### src/shared/lsic_params.svh
// offsets, field positions, reset values and timing figures for the indicator control block
`ifndef LSIC_PARAMS_SVH
`define LSIC_PARAMS_SVH

`define LSIC_CFG_ADDR      5'h14
`define LSIC_SEL1_HI       15
`define LSIC_SEL1_LO       12
`define LSIC_SEL2_HI       11
`define LSIC_SEL2_LO       8
`define LSIC_SEL3_HI       7
`define LSIC_SEL3_LO       4
`define LSIC_DUR_HI        3
`define LSIC_DUR_LO        2
`define LSIC_STRETCH_BIT   1
`define LSIC_CFG_RESET     16'h0422
`define LSIC_CLK_HZ        20000000
`define LSIC_STRETCH0_MS   30
`define LSIC_STRETCH1_MS   60
`define LSIC_STRETCH2_MS   100
`define LSIC_FAST_MS       100
`define LSIC_SLOW_MS       500
`define LSIC_MS_CYCLES(ms) ((ms) * (`LSIC_CLK_HZ / 1000))

`endif

### src/shared/lsic_pkg.sv
// types shared by the indicator control block
package lsic_pkg;
	typedef enum logic [3:0] {
		LSIC_SEL_SPEED    = 4'h0,
		LSIC_SEL_TX       = 4'h1,
		LSIC_SEL_RX       = 4'h2,
		LSIC_SEL_COL      = 4'h3,
		LSIC_SEL_LINK     = 4'h4,
		LSIC_SEL_DUPLEX   = 4'h5,
		LSIC_SEL_ACT      = 4'h7,
		LSIC_SEL_ON       = 4'h8,
		LSIC_SEL_OFF      = 4'h9,
		LSIC_SEL_FAST     = 4'hA,
		LSIC_SEL_SLOW     = 4'hB,
		LSIC_SEL_LINK_RX  = 4'hC,
		LSIC_SEL_LINK_ACT = 4'hD,
		LSIC_SEL_DUP_COL  = 4'hE
	} lsic_sel_t;

	// port status from the transceiver core
	typedef struct packed {
		logic speed;
		logic tx;
		logic rx;
		logic col;
		logic link;
		logic duplex;
		logic isolate;
	} lsic_status_t;

	// management register access
	typedef struct packed {
		logic        wr;
		logic [4:0]  addr;
		logic [15:0] wdata;
	} lsic_reg_req_t;
endpackage

### src/design/lsic_indicator.sv
// indicator configuration register and three indicator drivers for one port
`timescale 1ns/100ps
`include "lsic_params.svh"

module lsic_indicator #(
	parameter int unsigned FAST_HALF = `LSIC_MS_CYCLES(`LSIC_FAST_MS) / 2,
	parameter int unsigned SLOW_HALF = `LSIC_MS_CYCLES(`LSIC_SLOW_MS) / 2,
	parameter int unsigned STR0      = `LSIC_MS_CYCLES(`LSIC_STRETCH0_MS),
	parameter int unsigned STR1      = `LSIC_MS_CYCLES(`LSIC_STRETCH1_MS),
	parameter int unsigned STR2      = `LSIC_MS_CYCLES(`LSIC_STRETCH2_MS)
) (
	// clock and reset
	input  wire logic                    clk_sys,
	input  wire logic                    reset_n,
	// management register access
	input  wire lsic_pkg::lsic_reg_req_t reg_req,
	output logic [15:0]                  reg_rdata,
	// port status, same clock
	input  wire lsic_pkg::lsic_status_t  status,
	// indicator lamps, high means lit
	output logic [2:0]                   indicator
);
	import lsic_pkg::*;

	localparam int unsigned CW = 24;

	logic [15:0]   cfg_ff, nxt_cfg;
	logic [15:0]   rdata_ff, nxt_rdata;
	logic [CW-1:0] fast_cnt_ff, nxt_fast_cnt;
	logic [CW-1:0] slow_cnt_ff, nxt_slow_cnt;
	logic          fast_ff, nxt_fast;
	logic          slow_ff, nxt_slow;
	logic [CW-1:0] str_len;
	logic [3:0]    sel [3];
	logic [2:0]    ind_ff, nxt_ind;

	// ----------------------------------------
	// configuration register
	// ----------------------------------------
	always_comb begin
		nxt_cfg   = cfg_ff;
		nxt_rdata = cfg_ff;
		if (reg_req.wr && reg_req.addr == `LSIC_CFG_ADDR) begin
			nxt_cfg = reg_req.wdata;
		end
		if (reg_req.addr != `LSIC_CFG_ADDR) begin
			nxt_rdata = 16'h0000;
		end
	end

	always_ff @(posedge clk_sys or negedge reset_n) begin
		if (!reset_n) begin
			cfg_ff   <= `LSIC_CFG_RESET;
			rdata_ff <= 16'h0000;
		end else begin
			cfg_ff   <= nxt_cfg;
			rdata_ff <= nxt_rdata;
		end
	end

	assign reg_rdata = rdata_ff;
	assign sel[0] = cfg_ff[`LSIC_SEL1_HI:`LSIC_SEL1_LO];
	assign sel[1] = cfg_ff[`LSIC_SEL2_HI:`LSIC_SEL2_LO];
	assign sel[2] = cfg_ff[`LSIC_SEL3_HI:`LSIC_SEL3_LO];

	// ----------------------------------------
	// blink timebase
	// ----------------------------------------
	always_comb begin
		nxt_fast_cnt = fast_cnt_ff + 1'b1;
		nxt_slow_cnt = slow_cnt_ff + 1'b1;
		nxt_fast     = fast_ff;
		nxt_slow     = slow_ff;
		if (fast_cnt_ff >= CW'(FAST_HALF - 1)) begin
			nxt_fast_cnt = '0;
			nxt_fast     = ~fast_ff;
		end
		if (slow_cnt_ff >= CW'(SLOW_HALF - 1)) begin
			nxt_slow_cnt = '0;
			nxt_slow     = ~slow_ff;
		end
	end

	always_ff @(posedge clk_sys or negedge reset_n) begin
		if (!reset_n) begin
			fast_cnt_ff <= '0;
			slow_cnt_ff <= '0;
			fast_ff     <= 1'b0;
			slow_ff     <= 1'b0;
		end else begin
			fast_cnt_ff <= nxt_fast_cnt;
			slow_cnt_ff <= nxt_slow_cnt;
			fast_ff     <= nxt_fast;
			slow_ff     <= nxt_slow;
		end
	end

	// reserved duration code falls back to the longest figure
	always_comb begin
		case (cfg_ff[`LSIC_DUR_HI:`LSIC_DUR_LO])
			2'b00:   str_len = CW'(STR0);
			2'b01:   str_len = CW'(STR1);
			default: str_len = CW'(STR2);
		endcase
	end

	// ----------------------------------------
	// per-indicator display
	// ----------------------------------------
	genvar gi;
	generate
		for (gi = 0; gi < 3; gi++) begin : g_ind
			logic [CW-1:0] hold_ff, nxt_hold;
			logic          tgl_ff, nxt_tgl;
			logic          ev;
			logic          base;
			logic          comb;
			logic          valid;
			logic          level;
			logic          evm;
			logic          nxt_bit;

			always_comb begin
				ev    = 1'b0;
				base  = 1'b0;
				comb  = 1'b0;
				valid = 1'b1;
				level = 1'b0;
				case (sel[gi])
					LSIC_SEL_SPEED:  level = status.speed;
					LSIC_SEL_TX:     ev    = status.tx;
					LSIC_SEL_RX:     ev    = status.rx;
					LSIC_SEL_COL:    ev    = status.col;
					LSIC_SEL_LINK:   level = status.link;
					// duplex follows its flag, which may lag link loss
					LSIC_SEL_DUPLEX: level = status.duplex;
					LSIC_SEL_ACT:    ev    = status.rx | status.tx;
					LSIC_SEL_ON:     level = 1'b1;
					LSIC_SEL_OFF:    level = 1'b0;
					LSIC_SEL_FAST:   level = fast_ff;
					LSIC_SEL_SLOW:   level = slow_ff;
					LSIC_SEL_LINK_RX: begin
						comb = 1'b1;
						base = status.link;
						ev   = status.rx | status.tx | status.isolate;
					end
					LSIC_SEL_LINK_ACT: begin
						comb  = 1'b1;
						valid = (gi == 2);
						base  = status.link;
						ev    = status.rx | status.tx;
					end
					LSIC_SEL_DUP_COL: begin
						comb = 1'b1;
						base = status.duplex;
						ev   = status.col;
					end
					default: valid = 1'b0;
				endcase

				// of the plain codes only event codes show the stretch; a leftover count must not light others
				evm = sel[gi] inside {LSIC_SEL_TX, LSIC_SEL_RX, LSIC_SEL_COL, LSIC_SEL_ACT};
				nxt_hold = (hold_ff != '0) ? hold_ff - 1'b1 : '0;
				nxt_tgl  = tgl_ff;
				if (ev && (comb || cfg_ff[`LSIC_STRETCH_BIT])) begin
					nxt_hold = str_len;
				end
				if (comb && hold_ff != '0) begin
					// toggling at blink rate while events keep the stretch alive
					nxt_tgl = fast_ff;
				end else begin
					nxt_tgl = 1'b0;
				end

				if (!valid) begin
					nxt_bit = 1'b0;
				end else if (comb) begin
					nxt_bit = base ^ tgl_ff;
				end else begin
					nxt_bit = level | ev | (evm && hold_ff != '0);
				end
			end

			always_ff @(posedge clk_sys or negedge reset_n) begin
				if (!reset_n) begin
					hold_ff <= '0;
					tgl_ff  <= 1'b0;
				end else begin
					hold_ff <= nxt_hold;
					tgl_ff  <= nxt_tgl;
				end
			end
		end
	endgenerate

	always_comb begin
		nxt_ind = {g_ind[2].nxt_bit, g_ind[1].nxt_bit, g_ind[0].nxt_bit};
	end

	always_ff @(posedge clk_sys or negedge reset_n) begin
		if (!reset_n) begin
			ind_ff <= 3'b000;
		end else begin
			ind_ff <= nxt_ind;
		end
	end

	assign indicator = ind_ff;

	// ----------------------------------------
	// checks
	// ----------------------------------------
	a_cfg_write: assert property (@(posedge clk_sys) disable iff (!reset_n)
		reg_req.wr && reg_req.addr == `LSIC_CFG_ADDR |=> cfg_ff == $past(reg_req.wdata))
		else $error("config write not stored");
	a_force_on: assert property (@(posedge clk_sys) disable iff (!reset_n)
		sel[0] == 4'h8 |=> indicator[0]) else $error("forced on not lit");
	a_force_off: assert property (@(posedge clk_sys) disable iff (!reset_n)
		sel[1] == 4'h9 |=> !indicator[1]) else $error("forced off lit");
	a_reserved_off: assert property (@(posedge clk_sys) disable iff (!reset_n)
		sel[2] == 4'h6 || sel[2] == 4'hF |=> !indicator[2]) else $error("reserved lit");
	a_code_d_only3: assert property (@(posedge clk_sys) disable iff (!reset_n)
		sel[0] == 4'hD |=> !indicator[0]) else $error("code 1101 on first");
	a_link_follow: assert property (@(posedge clk_sys) disable iff (!reset_n)
		sel[1] == 4'h4 |=> indicator[1] == $past(status.link)) else $error("link mismatch");
	a_act_or: assert property (@(posedge clk_sys) disable iff (!reset_n)
		sel[2] == 4'h7 && (status.rx || status.tx) |=> indicator[2])
		else $error("activity not lit");
	a_no_stretch: assert property (@(posedge clk_sys) disable iff (!reset_n)
		!cfg_ff[1] && sel[0] == 4'h1 && !status.tx && g_ind[0].hold_ff == '0
		|=> !indicator[0]) else $error("stretched while disabled");
	a_comb_stretch: assert property (@(posedge clk_sys) disable iff (!reset_n)
		sel[0] == 4'hE && status.col |=> g_ind[0].hold_ff == $past(str_len))
		else $error("combined not stretched");
endmodule // lsic_indicator

### config.mk
export PLATFORM = sky130hd
export DESIGN_NAME = lsic_indicator
export DESIGN_NICKNAME = d
export VERILOG_FILES = /design/src/shared/lsic_pkg.sv /design/src/design/lsic_indicator.sv
export VERILOG_INCLUDE_DIRS = /design/src /design/src/shared
export SDC_FILE = /design/constraint.sdc
export NUM_CORES = 1
export LEC_CHECK = 0
export ABC_AREA = 1
export CORE_MARGIN = 4
export CORE_UTILIZATION = 35
export CTS_CLUSTER_SIZE = 16
export DETAILED_ROUTE_END_ITERATION = 6
export DONT_BUFFER_PORTS = 1
export GPL_TIMING_DRIVEN = 0
export PLACE_DENSITY_LB_ADDON = 0.3
export SLEW_MARGIN = 20
export SYNTH_ARGS = -nofsm -noshare
export SYNTH_HDL_FRONTEND = slang
export SYNTH_SLANG_ARGS = --single-unit
### constraint.sdc
create_clock -name clk_sys -period 2.85 [get_ports clk_sys]
set_input_delay 0.1425 -clock clk_sys [delete_from_list [all_inputs] [get_ports clk_sys]]
set_output_delay 0.1425 -clock clk_sys [all_outputs]
set_load 0.01 [all_outputs]
==> out/summary.txt, run 1 <==
Status: finished, violations left
Failing checks: hold timing
Via count: 8060
# port buffers: 0
Worst-margin pin slew: 0.561 ns
Pre-antenna DRT Iters: 6
Worst vdd ir: 0.361 mV
Syn_area_per_cell: 7.03 µm²
Syn Inst Count: 1297
Routed Antenna Nets: 0
Top Family by Delay on Critical Path: simple AND/OR/NAND/NOR gates
Period Utilization, post-route: 0.655
Setup CP Type: flip-flop to flip-flop
Placed cells: 1631
Final hold violations: 160
Initial DRC count: 619
Post-layout util: 0.405
Final wirelength: 22.6 mm
Top Ports: 50
Layout Skew: 0.0117 ns
Dpl cell area: 0.00955 mm²
Row cnt: 58
Die width: 169 µm
Number of buffers created by CTS: 17
GPL Wtd Cong: 0.893
Maximum clock rate: 0.536 GHz
Yosys cell types: 34
First-pass GRT wire length: 38.2 mm
Buf/Inv on CP: 1
Total GRT Usage: 0.163
Synth Warn #: 0
Slew margin rel.: 0.623
Top cells by area, synth: dfrtp_1, nand2_1, nor2_1
Largest net degree at the start of global routing: 161
Initial Utilization: 0.359
Final setup TNS: 0 ns
Tot Pwr: 7.95 mW
Post-Layout Cell Count: 1678
RSZ-0062 raised after global routing: false
Area Overhead vs Synth: 12.7%
Worst Path Arrival: 2.17 ns
Tmin final: 1.87 ns
Layout cells sized above 1: 0.0475
Worst Reg2Reg Path Length in Cells: 7
Antenna violations before repair: 0
Worst skew pair latency: 0.43 ns
Clk pin slew, worst setup/hold paths: 0.07 ns
Max incr delay on CP: 0.40 ns
Final setup fails: 0
Number of synthesized register bits: 160
CP Capture Type: flip-flop
CP Launch Type: flip-flop
Die height: 169 µm
Final-layout fill cell count: 2665
Power per cell area: 773 mW/mm²
Leakage: 5.01 nW
Crit-path slowest cell: dfrtp_1
DR vias/cell: 4.80
Max-slew violation count: 0
Worst path required time: 3.16 ns
Max-cap violations: 0
Post-detail-place hpwl: 16.7 mm
Final #Nets: 1375
Worst Path Max Fanout: 10
Congestion Overflow GR: 0
Int Power: 4.87 mW
Post-Place Setup Slack: 1.01 ns
Setup WS post-layout: 0.984 ns
Wire per inst: 13.5 µm
Seq/Total Area, Yosys: 0.439
CTS tree: done
Die footprint: 0.0287 mm²
Critical path depth in cells: 7
Layout Cell Area excl Fill: 0.0103 mm²
Clk sinks: 160
Core area: 0.0254 mm²
Comb pwr share: 0.317
Top-area cell type share of the netlist area: 0.431
Hold slack: -0.586 ns
Post-CTS Setup Repair Bufs: 0
Number of global-route vias before repair: 7800
Synth Cell Area: 0.00912 mm²
Ant diodes: 0
Hold Crit Class: input pin to asynchronous set/reset pin
Root buf cell: clkbuf_16
Critical-path cell list: nor2_1 > nand2_1 > nor2_1 > nand3_1 > buf_2 > nand3_1 > o21ai_0
Seq pwr share: 0.399
Post-CTS Hold Buffers: 16
Clk buf depth: 2
Switching power total: 3.07 mW
Post-CTS sizing: 0
Synth area leader: dfrtp_1
H-Tree Depth: 4
Sw Ratio: 0.387
DRC: 0
Clk network pwr share: 0.284
==> per-layer routing <==
layer	up-vias	track usage	part of all wire
li1	4152	-	-
met1	3714	0.220	0.47
met2	168	0.264	0.47
met3	26	0.0396	0.049
met4	0	0.0452	0.015
met5	-	0	0
==> cells in the final DEF (no fill, tap or decap), types with 4 or more instances in the layout <==
cell type	n
clkbuf_1	5
a21oi_1	24
inv_1	140
dfrtp_1	157
buf_2	7
nand2_1	340
nor3_1	30
o21ai_0	30
ha_1	8
clkbuf_16	17
conb_1	5
nor2_1	302
inv_6	7
xnor2_1	20
nand4_1	30
o22ai_1	4
nor2_2	4
nand3_1	123
dlygate4sd3_1	16
buf_4	4
xor2_1	35
==> worst paths after layout <==
path                                startpoint              endpoint  slack [ns]
max in group asynchronous              reset_n             cfg_ff[5]        3.12
max reg2reg                g_ind[0].hold_ff[8]  g_ind[0].hold_ff[20]        0.98
max                        g_ind[0].hold_ff[8]  g_ind[0].hold_ff[20]        0.98
min                                    reset_n   g_ind[1].hold_ff[2]       -0.59
min in group clk_sys               reg_req[21]             cfg_ff[0]        0.08
min reg2reg                     fast_cnt_ff[0]        fast_cnt_ff[0]        0.46
==> logic make-up after synthesis <==
group           share of synthesized area
xor+xnor                           0.0528
other cells                      0.000411
flops                               0.439
compound gates                     0.0369
buf+inv                            0.0726
simple gates                        0.387
fa+ha+maj                          0.0110
==> cell usage after synthesis (all sizes together) <==
cell type / n
o21ai: 30
or2: 1
nand3: 126
inv: 143
clkbuf: 5
clkinv: 2
nor4: 3
o22ai: 4
o31ai: 1
nor2: 309
dfstp: 3
xnor2: 20
nand3b: 3
nand2: 341
nor3b: 1
xor2: 35
ha: 8
buf: 14
dfrtp: 157
and3: 2
nand4: 30
o211ai: 1
conb: 1
o21bai: 3
a21oi: 24
nor3: 30
==> layout make-up <==
class | count | area [µm²] | share of cell area
clock inverters | 14 | 143 | 0.0139
repair buffers | 16 | 160 | 0.0156
plain buffers | 19 | 118 | 0.0114
clock buffers | 17 | 425 | 0.0414
inverters | 145 | 544 | 0.0530
multi-input cells | 977 | 4470 | 0.435
well taps | 330 | 413 | 0.0402
flip-flops and latches | 160 | 4010 | 0.390
==> power groups by stage <==
stage	clock, mW	sequential [mW]	combinational (mW)
2_1_floorplan	0	3.09	2.02
3_3_place_gp	0	3.20	2.47
3_5_place_dp	0	3.20	2.50
4_1_cts	2.31	3.17	2.53
5_1_grt	2.43	3.23	2.93
6_report	2.26	3.17	2.52
==> registers in the layout, indices dropped and copies added, names as in the netlist <==
name           cells
slow_cnt_ff       24
cfg_ff            16
g_ind.hold_ff     72
g_ind.tgl_ff       3
fast_cnt_ff       24
reg_rdata         16
fast_ff            1
indicator          3
slow_ff            1
(Power assumes the default switching activity.)
==> run 2, diff against run 1 <==
==> constraint.sdc (replaced) <==
create_clock -name clk_sys -period 1.9 [get_ports clk_sys]
set_input_delay 0.095 -clock clk_sys [delete_from_list [all_inputs] [get_ports clk_sys]]
set_output_delay 0.095 -clock clk_sys [all_outputs]
set_load 0.01 [all_outputs]
==> run 2 against run 1 <==
  * The flow still finishes with violations (hold timing)
  * Clock-buffer cell count is the same
  * Cell count up 0.30%
  * Critical path depth grew 3
  * Register-to-register slack lost 0.82 ns
  * Hold slack worse by 0.047 ns
  * Clock power up 50%
  * Global-route usage stayed put
  * Largest cell class unchanged
  * Highest routed layer unchanged
==> out/summary.txt, run 2 (same netlist as run 1, synthesis figures left out) <==
Clk buf depth: 2 (unchanged)
CTS tree: done
Root buf cell: clkbuf_16
Setup CP Type: flip-flop to flip-flop
First-pass GRT wire length: 38.2 mm (unchanged)
DR vias/cell: 4.81 (+0.22%)
Largest Register: g_ind.hold_ff
Clk pin slew, worst setup/hold paths: 0.07 ns (about the same)
Sw Ratio: 0.388 (+0.000717)
Initial Utilization: 0.359 (unchanged)
Worst vdd ir: 0.539 mV (+50%)
Tmin final: 1.74 ns (-0.129 ns)
Wire per inst: 13.5 µm (about the same)
Final hold violations: 160 (unchanged)
Number of buffers created by CTS: 17 (unchanged)
Tot Pwr: 12.0 mW (+50%)
Worst Reg2Reg Path Length in Cells: 10 (+3)
Max-slew violation count: 0 (unchanged)
Placed cells: 1631 (unchanged)
Comb pwr share: 0.319 (+0.002)
Initial DRC count: 568 (-8.2%)
Hold Crit Class: input pin to asynchronous set/reset pin
Power per cell area: 1150 mW/mm² (+49%)
Die footprint: 0.0287 mm² (unchanged)
Layout Skew: 0.0112 ns (-0.000500 ns)
CP Capture Type: flip-flop
Congestion Overflow GR: 0 (unchanged)
Post-detail-place hpwl: 16.7 mm (unchanged)
Clk network pwr share: 0.283 (about the same)
Final setup TNS: 0 ns (unchanged)
Setup WS post-layout: 0.163 ns (-0.821 ns)
Post-CTS Hold Buffers: 16 (unchanged)
Failing checks: hold timing
Largest net degree at the start of global routing: 161 (unchanged)
Die width: 169 µm (unchanged)
Worst-margin pin slew: 0.562 ns (+0.00153 ns)
Largest registers: g_ind.hold_ff x72, fast_cnt_ff x24, slow_cnt_ff x24
Post-Layout Cell Count: 1683 (+0.30%)
Worst skew pair latency: 0.43 ns (about the same)
Status: finished, violations left
# port buffers: 0 (unchanged)
Antenna violations before repair: 0 (unchanged)
Die height: 169 µm (unchanged)
Slew margin rel.: 0.622 (-0.00103)
Period Utilization, post-route: 0.914 (+0.260)
Final-layout fill cell count: 2651 (-0.53%)
R2R setup slack: 0.16 ns (-0.82 ns)
Routed Antenna Nets: 0 (unchanged)
Final wirelength: 22.7 mm (+0.26%)
Seq pwr share: 0.398 (about the same)
H-Tree Depth: 4 (unchanged)
Max-cap violations: 0 (unchanged)
Int Power: 7.32 mW (+50%)
Final #Nets: 1380 (+0.36%)
Worst Path Max Fanout: 10 (unchanged)
CP Launch Type: flip-flop
Max reg flops: 72 (unchanged)
Maximum clock rate: 0.576 GHz (+7.4%)
Layout cells sized above 1: 0.0591 (+0.0117)
Total GRT Usage: 0.163 (unchanged)
Core area: 0.0254 mm² (unchanged)
Top Ports: 50 (unchanged)
Hold slack: -0.633 ns (-0.0472 ns)
DRC: 0 (unchanged)
R2R Path Start: cfg_ff[10]
GPL Wtd Cong: 0.893 (unchanged)
Clk sinks: 160 (unchanged)
Ant diodes: 0 (unchanged)
Reg2Reg Capture Point: g_ind[1].hold_ff[23]
Switching power total: 4.63 mW (+51%)
RSZ-0062 raised after global routing: true
Area Overhead vs Synth: 13.5%
Most frequent cells in the layout: nand2_1, nor2_1, dfrtp_1
Commonest non-fill, non-tap cell in the layout: nand2_1
Worst path required time: 2.21 ns (-0.95 ns)
Post-Place Setup Slack: 0.0625 ns (-0.950 ns)
Final setup fails: 0 (unchanged)
Leakage: 5.03 nW (+0.48%)
Pre-antenna DRT Iters: 5 (-1)
Number of global-route vias before repair: 7800 (unchanged)
Worst Path Arrival: 2.05 ns (-0.12 ns)
Row cnt: 58 (unchanged)
Via count: 8102 (+0.52%)
run 2: final cells by class:
type	instances	area, µm²	share of cell area
repair buffers	21	198	0.0191
plain buffers	19	121	0.0117
multi-input cells	977	4500	0.435
clock inverters	14	143	0.0138
flip-flops and latches	160	4010	0.387
clock buffers	17	425	0.0411
well taps	330	413	0.0399
inverters	145	548	0.0529
run 2: metal layers:
layer  vias to the layer above  GRT usage  routed length [µm]
met5                         -          0                   0
met4                         0     0.0452                 339
met3                        32     0.0396                1090
met2                       186      0.264               10700
met1                      3725      0.220               10600
li1                       4159          -                   -
run 2: how the worst max path moves through the flow:
stage                             start  slack, ns  cells past startpoint                   end
finish                       cfg_ff[10]       0.16                     10  g_ind[1].hold_ff[23]
global route                 cfg_ff[11]      -0.02                      8  g_ind[1].hold_ff[10]
CTS                 g_ind[0].hold_ff[8]       0.02                      7  g_ind[0].hold_ff[20]
global placement    g_ind[0].hold_ff[8]       0.04                      7  g_ind[0].hold_ff[20]
floorplan                slow_cnt_ff[0]       0.38                      9       slow_cnt_ff[17]
detailed placement  g_ind[0].hold_ff[8]       0.06                      7  g_ind[0].hold_ff[20]
run 2: worst max-delay path: stages (launching register included):
cell and delay [ns]:
dfstp_2 0.54, inv_1 0.08, nor2_1 0.19, nand2_1 0.09
nand2_1 0.07, nand2_1 0.05, nand2_1 0.10, nor2_2 0.07
nor2_4 0.14, clkbuf_4 0.23, nor2_1 0.07
run 2: power by group through the flow:
| stage | logic [mW] | registers, mW | clock network [mW] |
|---|---|---|---|
| 2_1_floorplan | 3.03 | 4.63 | 0 |
| 3_3_place_gp | 3.71 | 4.79 | 0 |
| 3_5_place_dp | 3.75 | 4.80 | 0 |
| 4_1_cts | 3.80 | 4.75 | 3.47 |
| 5_1_grt | 4.43 | 4.85 | 3.65 |
| 6_report | 3.81 | 4.76 | 3.38 |
run 2: timing repair:
item                       in CTS  in global routing
hold endpoints to repair      176                160
buffers inserted                0                  5
setup endpoints to repair       0                 70
gates resized for setup         0                 14
run 2: per-stage QoR:
stage               utilization  instance area [µm²]  hold WS [ns]
finish                    0.408                10400        -0.633
global route              0.408                10400        -0.658
CTS                       0.405                10300        -0.652
detailed placement        0.376                 9550        -0.190
global placement          0.376                 9550        -0.191
floorplan                     -                 9140        -0.201
